File: src/fmbx_defs.svh
/*
 Offsets, field positions, reset values and codes of the FPU move/branch/exception unit.
 Assumes it is included once by the unit.
*/
`ifndef FMBX_DEFS_SVH
`define FMBX_DEFS_SVH
// Register byte offsets
`define FMBX_OFS_CTRL 8'h00
`define FMBX_OFS_IRQ_STAT 8'h04
`define FMBX_OFS_IRQ_MASK 8'h08
`define FMBX_OFS_STATE 8'h0c
// Control/status register fields
`define FMBX_RM_LSB 0
`define FMBX_FLAG_LSB 2
`define FMBX_EN_LSB 7
`define FMBX_CAUSE_LSB 12
`define FMBX_CC0_BIT 23
`define FMBX_CC1_LSB 25
`define FMBX_CTRL_WMASK 32'hfe83ffff
`define FMBX_CTRL_RST 32'h00000000
// Exception bit positions within a 6-bit vector
`define FMBX_X_INEXACT 0
`define FMBX_X_UNDER 1
`define FMBX_X_OVER 2
`define FMBX_X_DIVZ 3
`define FMBX_X_INVALID 4
`define FMBX_X_UNIMPL 5
// Rounding mode codes
`define FMBX_RM_NEAR 2'h0
`define FMBX_RM_ZERO 2'h1
`define FMBX_RM_PLUS 2'h2
`define FMBX_RM_MINUS 2'h3
// Interrupt event bits
`define FMBX_EV_TRAP 0
`define FMBX_EV_LIKELY 1
`define FMBX_EV_UNDEF 2
`define FMBX_EV_W 3
`endif

File: src/fmbx_pkg.sv
/*
 Types of the FPU move/branch/exception unit.
 Assumes the CPU pipeline issues one instruction record per cycle.
*/
package fmbx_pkg;
	typedef enum logic [4:0] {
		OP_NONE, OP_ARITH, OP_COMPARE,
		OP_CEIL_TO_WORD, OP_CEIL_TO_LONG, OP_FLOOR_TO_WORD, OP_FLOOR_TO_LONG,
		OP_ROUND_TO_WORD, OP_ROUND_TO_LONG, OP_CHOP_TO_WORD, OP_CHOP_TO_LONG,
		OP_FP_PLAIN_MOVE, OP_FP_MOVE_IF_CC_FALSE, OP_FP_MOVE_IF_CC_TRUE,
		OP_FP_MOVE_IF_GPR_NONZERO, OP_FP_MOVE_IF_GPR_ZERO,
		OP_BRANCH_CC_FALSE, OP_BRANCH_CC_TRUE,
		OP_BRANCH_CC_FALSE_LIKELY, OP_BRANCH_CC_TRUE_LIKELY,
		OP_GPR_MOVE_ON_CC_A, OP_GPR_MOVE_ON_CC_B
	} fmbx_op_e;
	typedef enum logic [2:0] {
		DF_NONE, DF_QNAN, DF_INF, DF_MAX_FINITE, DF_MIN_NORM, DF_ZERO
	} fmbx_dflt_e;
	// One issued instruction with datapath side results
	typedef struct packed {
		logic valid;
		fmbx_op_e op;
		logic [1:0] fmt;
		logic [4:0] fd;
		logic [2:0] cc_idx;
		logic [31:0] gpr_val;
		logic [63:0] src_val;
		logic [63:0] arith_val;
		logic cmp_true;
		logic [5:0] exc;
		logic neg;
		logic [31:0] pc;
		logic [15:0] offset;
	} fmbx_issue_s;
	// Registered outcome toward the pipeline
	typedef struct packed {
		logic valid;
		logic wr_en;
		logic [4:0] fd;
		logic [63:0] data;
		logic undef;
		logic trap;
		logic br_taken;
		logic nullify;
		logic [31:0] target;
		logic cc_val;
		fmbx_dflt_e dflt;
		logic dflt_neg;
	} fmbx_result_s;
endpackage

File: src/fmbx_unit.sv
/*
 FPU move, branch and exception unit with an AHB-Lite register slave.
 Assumes the arithmetic datapath reports raw conditions and values with each issue.
*/
`timescale 1ns/10ps
`include "fmbx_defs.svh"
module fmbx_unit (
	input wire logic hclk,
	input wire logic hresetn,
	input wire logic hsel,
	input wire logic [31:0] haddr,
	input wire logic [1:0] htrans,
	input wire logic hwrite,
	input wire logic [2:0] hsize,
	input wire logic [31:0] hwdata,
	input wire logic hready,
	output logic hreadyout,
	output logic hresp,
	output logic [31:0] hrdata,
	input wire fmbx_pkg::fmbx_issue_s issue,
	output fmbx_pkg::fmbx_result_s result,
	output logic [1:0] round_mode,
	output logic irq
);
	// ----------------------------------------------------------------
	// Helper functions
	// ----------------------------------------------------------------
	// Keep one condition; inexact may ride with overflow or underflow
	function automatic logic [5:0] one_cond(input logic [5:0] x);
		logic [5:0] r;
		r = 6'h00;
		if (x[`FMBX_X_UNIMPL]) r[`FMBX_X_UNIMPL] = 1'b1;
		else if (x[`FMBX_X_INVALID]) r[`FMBX_X_INVALID] = 1'b1;
		else if (x[`FMBX_X_DIVZ]) r[`FMBX_X_DIVZ] = 1'b1;
		else if (x[`FMBX_X_OVER]) r = x & 6'h05;
		else if (x[`FMBX_X_UNDER]) r = x & 6'h03;
		else r = x & 6'h01;
		return r;
	endfunction
	// Trap test of a cause against enables; unimplemented always traps
	function automatic logic traps(input logic [5:0] c, input logic [4:0] en);
		return c[`FMBX_X_UNIMPL] | (|(c[4:0] & en));
	endfunction
	// Whether an opcode is a conversion or arithmetic that rewrites cause
	function automatic logic is_arith(input fmbx_pkg::fmbx_op_e op);
		return op inside {fmbx_pkg::OP_ARITH, fmbx_pkg::OP_COMPARE,
			fmbx_pkg::OP_CEIL_TO_WORD, fmbx_pkg::OP_CEIL_TO_LONG,
			fmbx_pkg::OP_FLOOR_TO_WORD, fmbx_pkg::OP_FLOOR_TO_LONG,
			fmbx_pkg::OP_ROUND_TO_WORD, fmbx_pkg::OP_ROUND_TO_LONG,
			fmbx_pkg::OP_CHOP_TO_WORD, fmbx_pkg::OP_CHOP_TO_LONG};
	endfunction

	// ----------------------------------------------------------------
	// State
	// ----------------------------------------------------------------
	logic [1:0] rm_q, rm_d;
	logic [4:0] flag_q, flag_d;
	logic [4:0] en_q, en_d;
	logic [5:0] cause_q, cause_d;
	logic [7:0] cc_q, cc_d;
	logic [1:0] ftag_q [32];
	logic [1:0] ftag_d [32];
	logic [`FMBX_EV_W-1:0] ist_q, ist_d, imask_q, imask_d;
	logic [15:0] trap_cnt_q, trap_cnt_d;
	fmbx_pkg::fmbx_result_s res_q, res_d;
	logic ph_wr_q, ph_wr_d, ph_act_q, ph_act_d;
	logic [7:0] ph_ofs_q, ph_ofs_d;
	logic [31:0] rdat_q, rdat_d;
	logic [31:0] ctrl_rd;
	logic addr_ok;
	logic bus_wr;
	logic [`FMBX_EV_W-1:0] ev;
	logic [5:0] xc;
	logic trap_now;
	logic cc_sel;

	// Assembled control/status word; code 0 apart from codes 1-7
	always_comb begin
		ctrl_rd = 32'h00000000;
		ctrl_rd[`FMBX_RM_LSB +: 2] = rm_q;
		ctrl_rd[`FMBX_FLAG_LSB +: 5] = flag_q;
		ctrl_rd[`FMBX_EN_LSB +: 5] = en_q;
		ctrl_rd[`FMBX_CAUSE_LSB +: 6] = cause_q;
		ctrl_rd[`FMBX_CC0_BIT] = cc_q[0];
		ctrl_rd[`FMBX_CC1_LSB +: 7] = cc_q[7:1];
	end

	// ----------------------------------------------------------------
	// AHB-Lite slave
	// ----------------------------------------------------------------
	assign hreadyout = 1'b1;
	assign hresp = 1'b0;
	assign hrdata = rdat_q;
	assign addr_ok = hsel & hready & htrans[1];
	assign bus_wr = ph_act_q & ph_wr_q & (ph_ofs_q == `FMBX_OFS_CTRL);

	// Address phase capture; read data latched for the data phase
	always_comb begin
		ph_act_d = addr_ok;
		ph_wr_d = hwrite;
		ph_ofs_d = haddr[7:0];
		rdat_d = 32'h00000000;
		if (addr_ok && !hwrite) begin
			case (haddr[7:0])
				`FMBX_OFS_CTRL: rdat_d = ctrl_rd;
				`FMBX_OFS_IRQ_STAT: rdat_d = {29'h0, ist_q};
				`FMBX_OFS_IRQ_MASK: rdat_d = {29'h0, imask_q};
				`FMBX_OFS_STATE: rdat_d = {16'h0, trap_cnt_q};
				default: rdat_d = 32'h00000000;
			endcase
		end
	end

	always_ff @(posedge hclk or negedge hresetn) begin
		if (!hresetn) begin
			ph_act_q <= 1'b0;
			ph_wr_q <= 1'b0;
			ph_ofs_q <= 8'h00;
			rdat_q <= 32'h00000000;
		end else begin
			ph_act_q <= ph_act_d;
			ph_wr_q <= ph_wr_d;
			ph_ofs_q <= ph_ofs_d;
			rdat_q <= rdat_d;
		end
	end

	// ----------------------------------------------------------------
	// Rounding direction toward the datapath
	// ----------------------------------------------------------------
	always_comb begin
		case (issue.op)
			fmbx_pkg::OP_CEIL_TO_WORD, fmbx_pkg::OP_CEIL_TO_LONG:
				round_mode = `FMBX_RM_PLUS;
			fmbx_pkg::OP_FLOOR_TO_WORD, fmbx_pkg::OP_FLOOR_TO_LONG:
				round_mode = `FMBX_RM_MINUS;
			fmbx_pkg::OP_ROUND_TO_WORD, fmbx_pkg::OP_ROUND_TO_LONG:
				round_mode = `FMBX_RM_NEAR;
			fmbx_pkg::OP_CHOP_TO_WORD, fmbx_pkg::OP_CHOP_TO_LONG:
				round_mode = `FMBX_RM_ZERO;
			default: round_mode = rm_q;
		endcase
	end

	// ----------------------------------------------------------------
	// Instruction execution
	// ----------------------------------------------------------------
	assign cc_sel = cc_q[issue.cc_idx];
	assign xc = one_cond(issue.exc);
	assign trap_now = issue.valid & is_arith(issue.op) & traps(xc, en_q);

	always_comb begin
		rm_d = rm_q;
		flag_d = flag_q;
		en_d = en_q;
		cause_d = cause_q;
		cc_d = cc_q;
		ftag_d = ftag_q;
		ev = '0;
		res_d = '0;
		res_d.valid = issue.valid;
		res_d.fd = issue.fd;
		res_d.target = issue.pc + 32'h4 + {{14{issue.offset[15]}}, issue.offset, 2'b00};
		// Software write of the control/status word
		if (bus_wr) begin
			rm_d = hwdata[`FMBX_RM_LSB +: 2];
			flag_d = hwdata[`FMBX_FLAG_LSB +: 5];
			en_d = hwdata[`FMBX_EN_LSB +: 5];
			cause_d = hwdata[`FMBX_CAUSE_LSB +: 6];
			cc_d = {hwdata[`FMBX_CC1_LSB +: 7], hwdata[`FMBX_CC0_BIT]};
			res_d.trap = traps(hwdata[`FMBX_CAUSE_LSB +: 6], hwdata[`FMBX_EN_LSB +: 5]);
		end
		if (issue.valid) begin
			if (is_arith(issue.op)) begin
				cause_d = xc;
				if (trap_now) begin
					res_d.trap = 1'b1;
				end else begin
					flag_d = flag_d | xc[4:0];
					res_d.wr_en = (issue.op != fmbx_pkg::OP_COMPARE);
					res_d.data = issue.arith_val;
					res_d.dflt_neg = issue.neg;
					// Default result by condition and mode
					if (xc[`FMBX_X_INVALID]) begin
						res_d.dflt = fmbx_pkg::DF_QNAN;
					end else if (xc[`FMBX_X_DIVZ]) begin
						res_d.dflt = fmbx_pkg::DF_INF;
					end else if (xc[`FMBX_X_OVER]) begin
						case (rm_q)
							`FMBX_RM_NEAR: res_d.dflt = fmbx_pkg::DF_INF;
							`FMBX_RM_ZERO: res_d.dflt = fmbx_pkg::DF_MAX_FINITE;
							`FMBX_RM_PLUS: res_d.dflt = issue.neg ?
								fmbx_pkg::DF_MAX_FINITE : fmbx_pkg::DF_INF;
							default: res_d.dflt = issue.neg ?
								fmbx_pkg::DF_INF : fmbx_pkg::DF_MAX_FINITE;
						endcase
					end else if (xc[`FMBX_X_UNDER]) begin
						res_d.dflt = (rm_q == `FMBX_RM_PLUS && !issue.neg) ?
							fmbx_pkg::DF_MIN_NORM : fmbx_pkg::DF_ZERO;
						if (rm_q == `FMBX_RM_PLUS && issue.neg) res_d.dflt_neg = 1'b0;
						if (rm_q == `FMBX_RM_MINUS) res_d.dflt_neg = 1'b1;
					end
					if (issue.op == fmbx_pkg::OP_COMPARE) begin
						cc_d[issue.cc_idx] = issue.cmp_true;
					end
					if (res_d.wr_en) ftag_d[issue.fd] = issue.fmt;
				end
			end else begin
				case (issue.op)
					fmbx_pkg::OP_FP_PLAIN_MOVE: res_d.wr_en = 1'b1;
					fmbx_pkg::OP_FP_MOVE_IF_CC_FALSE: res_d.wr_en = !cc_sel;
					fmbx_pkg::OP_FP_MOVE_IF_CC_TRUE: res_d.wr_en = cc_sel;
					fmbx_pkg::OP_FP_MOVE_IF_GPR_NONZERO:
						res_d.wr_en = (issue.gpr_val != 32'h0);
					fmbx_pkg::OP_FP_MOVE_IF_GPR_ZERO:
						res_d.wr_en = (issue.gpr_val == 32'h0);
					fmbx_pkg::OP_BRANCH_CC_FALSE: res_d.br_taken = !cc_sel;
					fmbx_pkg::OP_BRANCH_CC_TRUE: res_d.br_taken = cc_sel;
					fmbx_pkg::OP_BRANCH_CC_FALSE_LIKELY: begin
						res_d.br_taken = !cc_sel;
						res_d.nullify = cc_sel;
						ev[`FMBX_EV_LIKELY] = 1'b1;
					end
					fmbx_pkg::OP_BRANCH_CC_TRUE_LIKELY: begin
						res_d.br_taken = cc_sel;
						res_d.nullify = !cc_sel;
						ev[`FMBX_EV_LIKELY] = 1'b1;
					end
					fmbx_pkg::OP_GPR_MOVE_ON_CC_A: res_d.cc_val = !cc_sel;
					fmbx_pkg::OP_GPR_MOVE_ON_CC_B: res_d.cc_val = cc_sel;
					default: res_d.wr_en = 1'b0;
				endcase
				res_d.data = issue.src_val;
				// Conditional moves retag the destination with their format
				if (issue.op inside {fmbx_pkg::OP_FP_MOVE_IF_CC_FALSE,
					fmbx_pkg::OP_FP_MOVE_IF_CC_TRUE, fmbx_pkg::OP_FP_MOVE_IF_GPR_NONZERO,
					fmbx_pkg::OP_FP_MOVE_IF_GPR_ZERO}) begin
					res_d.undef = !res_d.wr_en && (ftag_q[issue.fd] != issue.fmt);
					ev[`FMBX_EV_UNDEF] = res_d.undef;
					ftag_d[issue.fd] = issue.fmt;
				end else if (res_d.wr_en) begin
					ftag_d[issue.fd] = issue.fmt;
				end
			end
		end
		ev[`FMBX_EV_TRAP] = res_d.trap;
	end

	// ----------------------------------------------------------------
	// Interrupt status, mask and trap count
	// ----------------------------------------------------------------
	always_comb begin
		ist_d = ist_q;
		imask_d = imask_q;
		trap_cnt_d = trap_cnt_q + {15'h0, ev[`FMBX_EV_TRAP]};
		if (ph_act_q && ph_wr_q && ph_ofs_q == `FMBX_OFS_IRQ_STAT)
			ist_d = ist_q & ~hwdata[`FMBX_EV_W-1:0];
		if (ph_act_q && ph_wr_q && ph_ofs_q == `FMBX_OFS_IRQ_MASK)
			imask_d = hwdata[`FMBX_EV_W-1:0];
		ist_d = ist_d | ev; // Set wins over clear
	end

	assign irq = |(ist_q & imask_q);
	assign result = res_q;

	// Registers of all groups but the bus phase and the format tags
	always_ff @(posedge hclk or negedge hresetn) begin
		if (!hresetn) begin
			rm_q <= 2'(`FMBX_CTRL_RST);
			flag_q <= 5'h00;
			en_q <= 5'h00;
			cause_q <= 6'h00;
			cc_q <= 8'h00;
			ist_q <= '0;
			imask_q <= '0;
			trap_cnt_q <= 16'h0000;
			res_q <= '0;
		end else begin
			rm_q <= rm_d;
			flag_q <= flag_d;
			en_q <= en_d;
			cause_q <= cause_d;
			cc_q <= cc_d;
			ist_q <= ist_d;
			imask_q <= imask_d;
			trap_cnt_q <= trap_cnt_d;
			res_q <= res_d;
		end
	end

	// Format tag per FPU general register
	genvar gi;
	generate
		for (gi = 0; gi < 32; gi++) begin : g_tag
			always_ff @(posedge hclk or negedge hresetn) begin
				if (!hresetn) ftag_q[gi] <= 2'h0;
				else ftag_q[gi] <= ftag_d[gi];
			end
		end
	endgenerate
endmodule

File: config.mk
export PLATFORM = sky130hd
export DESIGN_NAME = fmbx_unit
export DESIGN_NICKNAME = d
export VERILOG_FILES = /design/src/fmbx_pkg.sv /design/src/fmbx_unit.sv
export VERILOG_INCLUDE_DIRS = /design/src
export SDC_FILE = /design/constraint.sdc
export NUM_CORES = 1
export LEC_CHECK = 0
export BUFFER_PORTS_ARGS = -buffer_cell sky130_fd_sc_hd__buf_2
export CAP_MARGIN = 15
export CORE_MARGIN = 5
export CORE_UTILIZATION = 35
export CTS_BUF_LIST = sky130_fd_sc_hd__clkbuf_2 sky130_fd_sc_hd__clkbuf_4 sky130_fd_sc_hd__clkbuf_8
export DETAILED_ROUTE_END_ITERATION = 12
export PLACE_DENSITY = 0.6
export REMOVE_ABC_BUFFERS = 1
export SYNTH_ARGS = -nofsm -noshare
export SYNTH_HDL_FRONTEND = slang
export SYNTH_SLANG_ARGS = --single-unit
File: constraint.sdc
create_clock -name hclk -period 5.87 [get_ports hclk]
set_input_delay 0.2935 -clock hclk [delete_from_list [all_inputs] [get_ports hclk]]
set_output_delay 0.2935 -clock hclk [all_outputs]
set_load 0.01 [all_outputs]
==> results of run 1 <==
power groups by stage:
stage | sequential (mW) | clock (mW) | combinational [mW]
6_report | 2.05 | 1.72 | 0.933
5_1_grt | 2.07 | 1.86 | 1.03
4_1_cts | 2.06 | 1.78 | 0.932
3_5_place_dp | 2.08 | 0 | 0.828
3_3_place_gp | 2.08 | 0 | 0.822
2_1_floorplan | 2.11 | 0 | 0.387
Yosys cell counts (6+ instances only):
cell,number
sky130_fd_sc_hd__buf_2,6
sky130_fd_sc_hd__nand3b_1,7
sky130_fd_sc_hd__a21o_1,15
sky130_fd_sc_hd__a21oi_1,43
sky130_fd_sc_hd__xor2_1,14
sky130_fd_sc_hd__buf_1,6
sky130_fd_sc_hd__xnor2_1,29
sky130_fd_sc_hd__clkbuf_1,38
sky130_fd_sc_hd__a22oi_1,20
sky130_fd_sc_hd__nor3_1,13
sky130_fd_sc_hd__buf_4,9
sky130_fd_sc_hd__nor3_2,7
sky130_fd_sc_hd__a22o_1,66
sky130_fd_sc_hd__o21bai_1,7
sky130_fd_sc_hd__nand4_1,10
sky130_fd_sc_hd__mux2i_1,46
sky130_fd_sc_hd__and3_1,7
sky130_fd_sc_hd__ha_1,59
sky130_fd_sc_hd__nand2b_1,6
sky130_fd_sc_hd__o221ai_1,16
sky130_fd_sc_hd__nand2_1,66
sky130_fd_sc_hd__nor4_1,10
sky130_fd_sc_hd__o21ai_0,26
sky130_fd_sc_hd__and2_1,16
sky130_fd_sc_hd__nor2b_1,10
sky130_fd_sc_hd__dfrtp_1,260
sky130_fd_sc_hd__mux2_1,17
sky130_fd_sc_hd__mux2_2,64
sky130_fd_sc_hd__nand3_1,24
sky130_fd_sc_hd__inv_1,24
sky130_fd_sc_hd__nor2_1,52
sky130_fd_sc_hd__o21a_1,6
worst min-delay path by stage:
stage / cells past startpoint / slack (ps) / start / end
after global routing: 3 / 30 / issue[1] / result[8]
after global placement: 1 / 370 / hresetn / ph_ofs_q[1]
after CTS: 3 / 3 / hwdata[16] / cause_q[4]
after detailed placement: 1 / 370 / hresetn / ph_ofs_q[1]
after floorplan: 0 / -2 / hresetn / cause_q[0]
final: 3 / 60 / issue[1] / result[8]
worst min-delay path: cells and delay by family:
family	cells	cell delay (ps)
buffers and inverters	1	80
adder cells (fa/ha/maj)	2	240
through the flow:
step                      instances  setup WS [ps]  utilization
after floorplan                1020           1268            -
after global placement         1899           2449       0.4230
after detailed placement       1899           2377       0.4230
after CTS                      2148           2453       0.4973
after global routing           2149           2219       0.4974
final                          2149           2334       0.4974
state kept, by name (all words and copies together), names as in the netlist, 2 cells and up:
name / flops
hrdata: 26
flag_q: 5
en_q: 5
trap_cnt_q: 16
rm_q: 2
result: 112
ftag_q: 64
cause_q: 6
cc_q: 8
imask_q: 3
ist_q: 3
ph_ofs_q: 8
per-layer routing:
| layer | vias up | share of wire |
|---|---|---|
| met5 | - | 0.00031 |
| met3 | 84 | 0.085 |
| met1 | 5172 | 0.41 |
| li1 | 5094 | - |
| met4 | 2 | 0.031 |
| met2 | 441 | 0.47 |
kinds of logic (layout without fill, tap and decap cells):
kind of cell / after synthesis / count (layout)
flops: 260 / 260
mux: 130 / 130
simple gates: 253 / 253
other cells: 2 / 8
buf+inv: 83 / 692
compound gates: 242 / 242
xor+xnor: 43 / 43
fa+ha+maj: 60 / 60
placed cells by master, fill, tap and decap left out, types with 7 or more instances in the layout:
cell	n
sky130_fd_sc_hd__nor2_1	51
sky130_fd_sc_hd__xnor2_1	29
sky130_fd_sc_hd__a22o_1	66
sky130_fd_sc_hd__a22oi_1	20
sky130_fd_sc_hd__nor4_1	10
sky130_fd_sc_hd__nand3_1	24
sky130_fd_sc_hd__mux2i_1	46
sky130_fd_sc_hd__o21ai_0	26
sky130_fd_sc_hd__nand3b_1	7
sky130_fd_sc_hd__nand2_1	66
sky130_fd_sc_hd__o21bai_1	7
sky130_fd_sc_hd__clkbuf_8	57
sky130_fd_sc_hd__a21oi_1	43
sky130_fd_sc_hd__inv_1	24
sky130_fd_sc_hd__and3_1	7
sky130_fd_sc_hd__nor3_1	12
sky130_fd_sc_hd__o221ai_1	16
sky130_fd_sc_hd__and2_1	16
sky130_fd_sc_hd__buf_2	412
sky130_fd_sc_hd__ha_1	59
sky130_fd_sc_hd__dfrtp_1	260
sky130_fd_sc_hd__mux2_1	17
sky130_fd_sc_hd__mux2_2	64
sky130_fd_sc_hd__nand4_1	10
sky130_fd_sc_hd__dlygate4sd3_1	169
sky130_fd_sc_hd__nor3_2	8
sky130_fd_sc_hd__nor2b_1	10
sky130_fd_sc_hd__xor2_1	14
sky130_fd_sc_hd__clkbuf_4	15
sky130_fd_sc_hd__conb_1	8
sky130_fd_sc_hd__a21o_1	15
timing repair:
item / CTS / global route
endpoints found under the setup margin: 0 / 0
endpoints found under the hold margin: 204 / 0
hold buffers: 169 / 0
setup buffers: 0 / 0
area by class of cell:
cell class,count,area [µm²]
well taps,461,576.8
flip-flops and latches,260,6506
fillers,3188,17830
clock buffers,72,897.1
repair buffers,588,3826
inverters,24,90.09
clock inverters,8,46.29
multi-input cells,736,5707
==> qor.txt, run 1 <==
outcome: complete, no violations
dpl cell area: 15010 µm²
Sinks on Clock Net: 260
DPL Wire Length: 29490 µm
setup slack of the worst register-to-register path: 2830 ps
Post-Synth XOR/XNOR Area: 0.03006
maximum number of pins on one net before global-route repair: 163
layer with the highest usage: met2
Clock Path Buffers: 3
total die area: 39680 µm²
Crit path buffers/inverters: 2
met3 track demand over resource: 0.06154
clock tree from TritonCTS: built
Die Height: 199.2 µm
post-synthesis simple-gate area fraction: 0.1063
met1 routing resource usage after global routing: 0.2544
H-tree level count: 2
cell count after synthesis: 1073
mean instance size in the synthesized netlist: 11.68 µm²
total of buffers placed on input and output ports: 412
Logic pwr share: 0.198
crit path launch type: primary input
drt first pass iters: 5
Setup Skew: 15.19 ps
final worst hold slack: 56.39 ps
peak supply drop: 188.4 µV
min-delay worst type: primary input to flop
Via Count: 10790
post-synthesis mux area share: 0.1149
Post-Synthesis Cell Area: 12530 µm²
part of the Yosys area used for sequential elements: 0.5193
Top-Level Pins: 455
Routed WL: 41400 µm
average detailed-routed wire length per instance: 19.27 µm
proportion of total power due to net switching: 0.2808
number of antenna violations at the first check in global routing: 2
Synth warnings: 0
Nets: 2024
cell occurring most often along the worst timing path: sky130_fd_sc_hd__ha_1
internal portion of total power: 3.386 mW
reg2reg end: cc_q[4]
signal arrival time at the worst endpoint: 4010 ps
final std cell area, no fill: 17650 µm²
ratio of cells with drive above 1 in the final layout: 0.3489
DRC errors left: 0
global-route wire length before repair: 62990 µm
fraction of synthesis flops using an asynchronous set or reset pin: 1.000
Resize count post-CTS: 0
final-report hold violation count: 0
core outline area: 35480 µm²
number of routed nets with antenna violations: 0
post-layout power: 4.708 mW
launching element of the worst setup path: issue[54]
Static Leak: 8.919 nW
effective utilization at floorplan: 0.3531
Max stage delay cell, worst path: sky130_fd_sc_hd__o2111ai_1
unrepaired setup endpoints after global routing: no
Max Fclk: 282.8 MHz
clock transition time at the flip-flop clock pins of the worst setup and hold paths: 60 ps
detail-routed via count per cell: 5.022
row count: 69
met2 global-route usage: 0.3335
CP Max Fanout: 7
final RePlAce weighted congestion: 0.8818
number of violations of the max-capacitance limit: 0
Power Dens Cells: 266.8 nW/µm²
Critical path destination: trap_cnt_q[14]
cell types occupying the most area after synthesis: sky130_fd_sc_hd__dfrtp_1, sky130_fd_sc_hd__ha_1, sky130_fd_sc_hd__mux2_2
count of state elements after synthesis: 260
area growth from synthesis to layout: 40.86%
CP Capture Type: flop
horizontal extent of the die: 199.2 µm
final cycle utilization of the critical path: 0.6024
master cell of the clock root buffer: sky130_fd_sc_hd__clkbuf_8
fraction of synthesized cell area taken by the top area cell type: 0.5193
worst setup path class: primary input to flop
TritonCTS Buffers: 48
cell chain of the critical path: dlygate4sd3_1, buf_2, nor3_2, nand3b_1, o2111ai_1, a22o_1, ha_1, ha_1, and3_1, nor2b_1, nand3_1, xnor2_1
setup TNS: 0 ps
Net Switching: 1.322 mW
slew at the pin closest to its max-slew limit: 1054 ps
count of inserted antenna diode cells: 0
Slew Viols, Final: 0
cell taking the most area after synthesis: sky130_fd_sc_hd__dfrtp_1
drt initial violations: 462
complex-gate fraction of the synthesized area: 0.1402
adder and majority gate portion of the synthesized area: 0.06052
startpoint of the most critical register-to-register path: en_q[4]
cell class contributing the biggest share of worst-path delay: simple AND/OR/NAND/NOR gates
worst-case reg-to-reg path depth: 7
total global-route track usage: 0.2034
number of flops mapped to enable cells by yosys: 0
via count of the first global-routing pass: 11470
fraction of power consumed by the clock network: 0.365
Reg power frac: 0.436
Critical Path RT: 6350 ps
Congestion Overflow GR: 0
Yosys cell types: 65
top flip-flop cell by instance count after synthesis: sky130_fd_sc_hd__dfrtp_1
delay of the slowest cell on the worst path: 680 ps
dominant combinational cell family by area after synthesis: compound AO/OA/AOI/OAI gates
final setup violating endpoints: 0
clock latency on the worst-skew pair: 600 ps
cell count along the critical path: 12
max_slew headroom: 0.2975
post-layout minimum cycle time: 3536 ps
Note: power is estimated with default switching activity, not from simulation.
==> run 2: changes to the inputs <==
--- a/config.mk
+++ b/config.mk
@@ -12,7 +12,7 @@
 export CORE_UTILIZATION = 35
 export CTS_BUF_LIST = sky130_fd_sc_hd__clkbuf_2 sky130_fd_sc_hd__clkbuf_4 sky130_fd_sc_hd__clkbuf_8
 export DETAILED_ROUTE_END_ITERATION = 12
-export PLACE_DENSITY = 0.6
+export PLACE_DENSITY = 0.62
 export REMOVE_ABC_BUFFERS = 1
 export SYNTH_ARGS = -nofsm -noshare
 export SYNTH_HDL_FRONTEND = slang
==> constraint.sdc (replaced) <==
create_clock -name hclk -period 3 [get_ports hclk]
set_input_delay 0.15 -clock hclk [delete_from_list [all_inputs] [get_ports hclk]]
set_output_delay 0.15 -clock hclk [all_outputs]
set_load 0.01 [all_outputs]
==> qor.txt, run 2 (synthesized netlist as in run 1, its figures left out) <==
clock transition time at the flip-flop clock pins of the worst setup and hold paths: 60 ps (about the same)
area growth from synthesis to layout: 46.40%
Nets: 2082 (+2.9%)
min-delay worst type: primary input to flop
most common library cell in the layout ignoring fill and taps: sky130_fd_sc_hd__buf_2
proportion of total power due to net switching: 0.2759 (-0.004900)
drt initial violations: 475 (+2.8%)
outcome: complete, no violations
final setup violating endpoints: 0 (unchanged)
post-layout minimum cycle time: 2876 ps
ratio of cells with drive above 1 in the final layout: 0.3567 (+0.007762)
drt first pass iters: 5 (unchanged)
crit path launch type: flop
Clock Path Buffers: 3 (unchanged)
unrepaired setup endpoints after global routing: no
TritonCTS Buffers: 47 (-2.1%)
effective utilization at floorplan: 0.3531 (unchanged)
total global-route track usage: 0.2054 (+0.001973)
buffers inserted during post-CTS setup optimization: 0 (unchanged)
master cell of the clock root buffer: sky130_fd_sc_hd__clkbuf_8
number of antenna violations at the first check in global routing: 1 (-1)
DRC errors left: 0 (unchanged)
Die Height: 199.2 µm (unchanged)
fillcell total: 3066 (-3.8%)
Setup Skew: 16.37 ps (+1.182 ps)
final std cell area, no fill: 18340 µm² (+3.9%)
cell count along the critical path: 8 (-4)
count of inserted antenna diode cells: 0 (unchanged)
dpl cell area: 15240 µm² (+1.5%)
CP Max Fanout: 7 (unchanged)
fraction of power consumed by the clock network: 0.390 (+0.025)
Sinks on Clock Net: 260 (unchanged)
worst setup path class: flop to flop
worst-case reg-to-reg path depth: 8 (+1)
final RePlAce weighted congestion: 0.8781 (-0.42%)
internal portion of total power: 7.040 mW (+110%)
signal arrival time at the worst endpoint: 3340 ps (-670 ps)
final cycle utilization of the critical path: 0.9587
CP Capture Type: flop
total die area: 39680 µm² (unchanged)
commonest cells after routing, fill and taps aside: sky130_fd_sc_hd__buf_2, sky130_fd_sc_hd__dfrtp_1, sky130_fd_sc_hd__dlygate4sd3_1, sky130_fd_sc_hd__nand2_1, sky130_fd_sc_hd__a22o_1
total of buffers placed on input and output ports: 412 (unchanged)
Net Switching: 2.682 mW (+100%)
clock tree from TritonCTS: built
Slew Viols, Final: 0 (unchanged)
peak supply drop: 471.5 µV (+150%)
Static Leak: 9.281 nW (+4.1%)
H-tree level count: 2 (unchanged)
Sequential cell area: 6506 µm² (unchanged)
Routed WL: 41900 µm (+1.2%)
Top-Level Pins: 455 (unchanged)
horizontal extent of the die: 199.2 µm (unchanged)
post-placement worst setup slack: 200.9 ps (-2177 ps)
Critical Path RT: 3470 ps (-2880 ps)
Power Dens Cells: 530.0 nW/µm² (+99%)
Crit path buffers/inverters: 2 (unchanged)
maximum number of pins on one net before global-route repair: 88 (-46%)
via count of the first global-routing pass: 11890 (+3.7%)
number of cells on the worst hold path: 1 (-2)
slew at the pin closest to its max-slew limit: 839.8 ps (-214.0 ps)
Max stage delay cell, worst path: sky130_fd_sc_hd__dlygate4sd3_1
cell class contributing the biggest share of worst-path delay: compound AO/OA/AOI/OAI gates
Reg power frac: 0.414 (-0.022)
Congestion Overflow GR: 0 (unchanged)
detail-routed via count per cell: 5.046 (+0.46%)
Max Fclk: 347.7 MHz
clock latency on the worst-skew pair: 590 ps (about the same)
global-route wire length before repair: 64340 µm (+2.1%)
final-report hold violation count: 0 (unchanged)
post-route worst setup slack: 123.9 ps (-2210 ps)
flip-flop count of the largest register after layout: 112 (unchanged)
cell chain of the critical path: a221oi_1, o2111ai_2, buf_4, or2_1, nor3_4, a31oi_1, a41o_1, dlygate4sd3_1
delay of the slowest cell on the worst path: 550 ps (-130 ps)
post-layout power: 9.722 mW (+110%)
Via Count: 11180 (+3.6%)
number of violations of the max-capacitance limit: 0 (unchanged)
average detailed-routed wire length per instance: 18.91 µm (-1.9%)
multi-input logic area: 5713 µm² (+0.11%)
DPL Wire Length: 30050 µm (+1.9%)
Logic pwr share: 0.196 (-0.002)
number of routed nets with antenna violations: 0 (unchanged)
core outline area: 35480 µm² (unchanged)
max_slew headroom: 0.4401 (+0.1426)
row count: 69 (unchanged)
setup TNS: 0 ps (unchanged)
==> run 2: per-layer routing <==
metal	global-route usage	up-vias	part of all wire
met5	0	-	0
met4	0.06535	0	0.025
met3	0.05412	74	0.076
met2	0.3578	421	0.49
met1	0.2489	5470	0.40
li1	-	5216	-
==> run 2: through the flow <==
| step | hold slack [ps] | cells | utilization |
|---|---|---|---|
| after floorplan | -145.6 | 1020 | - |
| after global placement | 187.2 | 1928 | 0.4295 |
| after detailed placement | 201.4 | 1928 | 0.4295 |
| after CTS | 0.8992 | 2216 | 0.5168 |
| after global routing | 36.22 | 2216 | 0.5170 |
| final | 62.24 | 2216 | 0.5170 |
==> run 2: worst reg2reg max path, cell delays in order, from the launching register on <==
cell and delay, ps:
sky130_fd_sc_hd__dfrtp_1 390, sky130_fd_sc_hd__a221oi_1 400, sky130_fd_sc_hd__o2111ai_2 280, sky130_fd_sc_hd__buf_4 220, sky130_fd_sc_hd__or2_1 250, sky130_fd_sc_hd__nor3_4 330, sky130_fd_sc_hd__a31oi_1 130, sky130_fd_sc_hd__a41o_1 210
sky130_fd_sc_hd__dlygate4sd3_1 550
==> run 2: layout make-up <==
cell class / instances / area share
sequential: 260 / 0.3547
multi-input combinational: 736 / 0.3114
timing repair buffer: 647 / 0.2378
clock buffer: 77 / 0.05368
tap: 461 / 0.03144
clock inverter: 11 / 0.006071
inverter: 24 / 0.004911
==> run 2: power groups by stage <==
stage	Clock [mW]	Sequential [mW]	Combinational, mW
3_3_place_gp	0	4.07	1.64
4_1_cts	3.92	4.03	1.90
6_report	3.79	4.03	1.91
3_5_place_dp	0	4.08	1.66
2_1_floorplan	0	4.13	0.758
5_1_grt	4.07	4.06	2.08
==> run 2: what timing repair did <==
item / 4_1_cts / 5_1_grt
hold buffers: 200 / 0
gates resized for setup: 0 / 1
hold endpoints to repair: 210 / 0
endpoints found under the setup margin: 0 / 1
==> run 2: worst paths after layout <==
path / start / endpoint / slack, ps
max in group asynchronous: hresetn / ftag_q[1] / 1870
setup reg to reg: en_q[4] / cc_q[6] / 120
setup / recovery: en_q[4] / cc_q[6] / 120
hold / removal: issue[220] / result[106] / 60
hold reg to reg: ftag_q[0] / ftag_q[0] / 480
min in group asynchronous: hresetn / hrdata[14] / 150
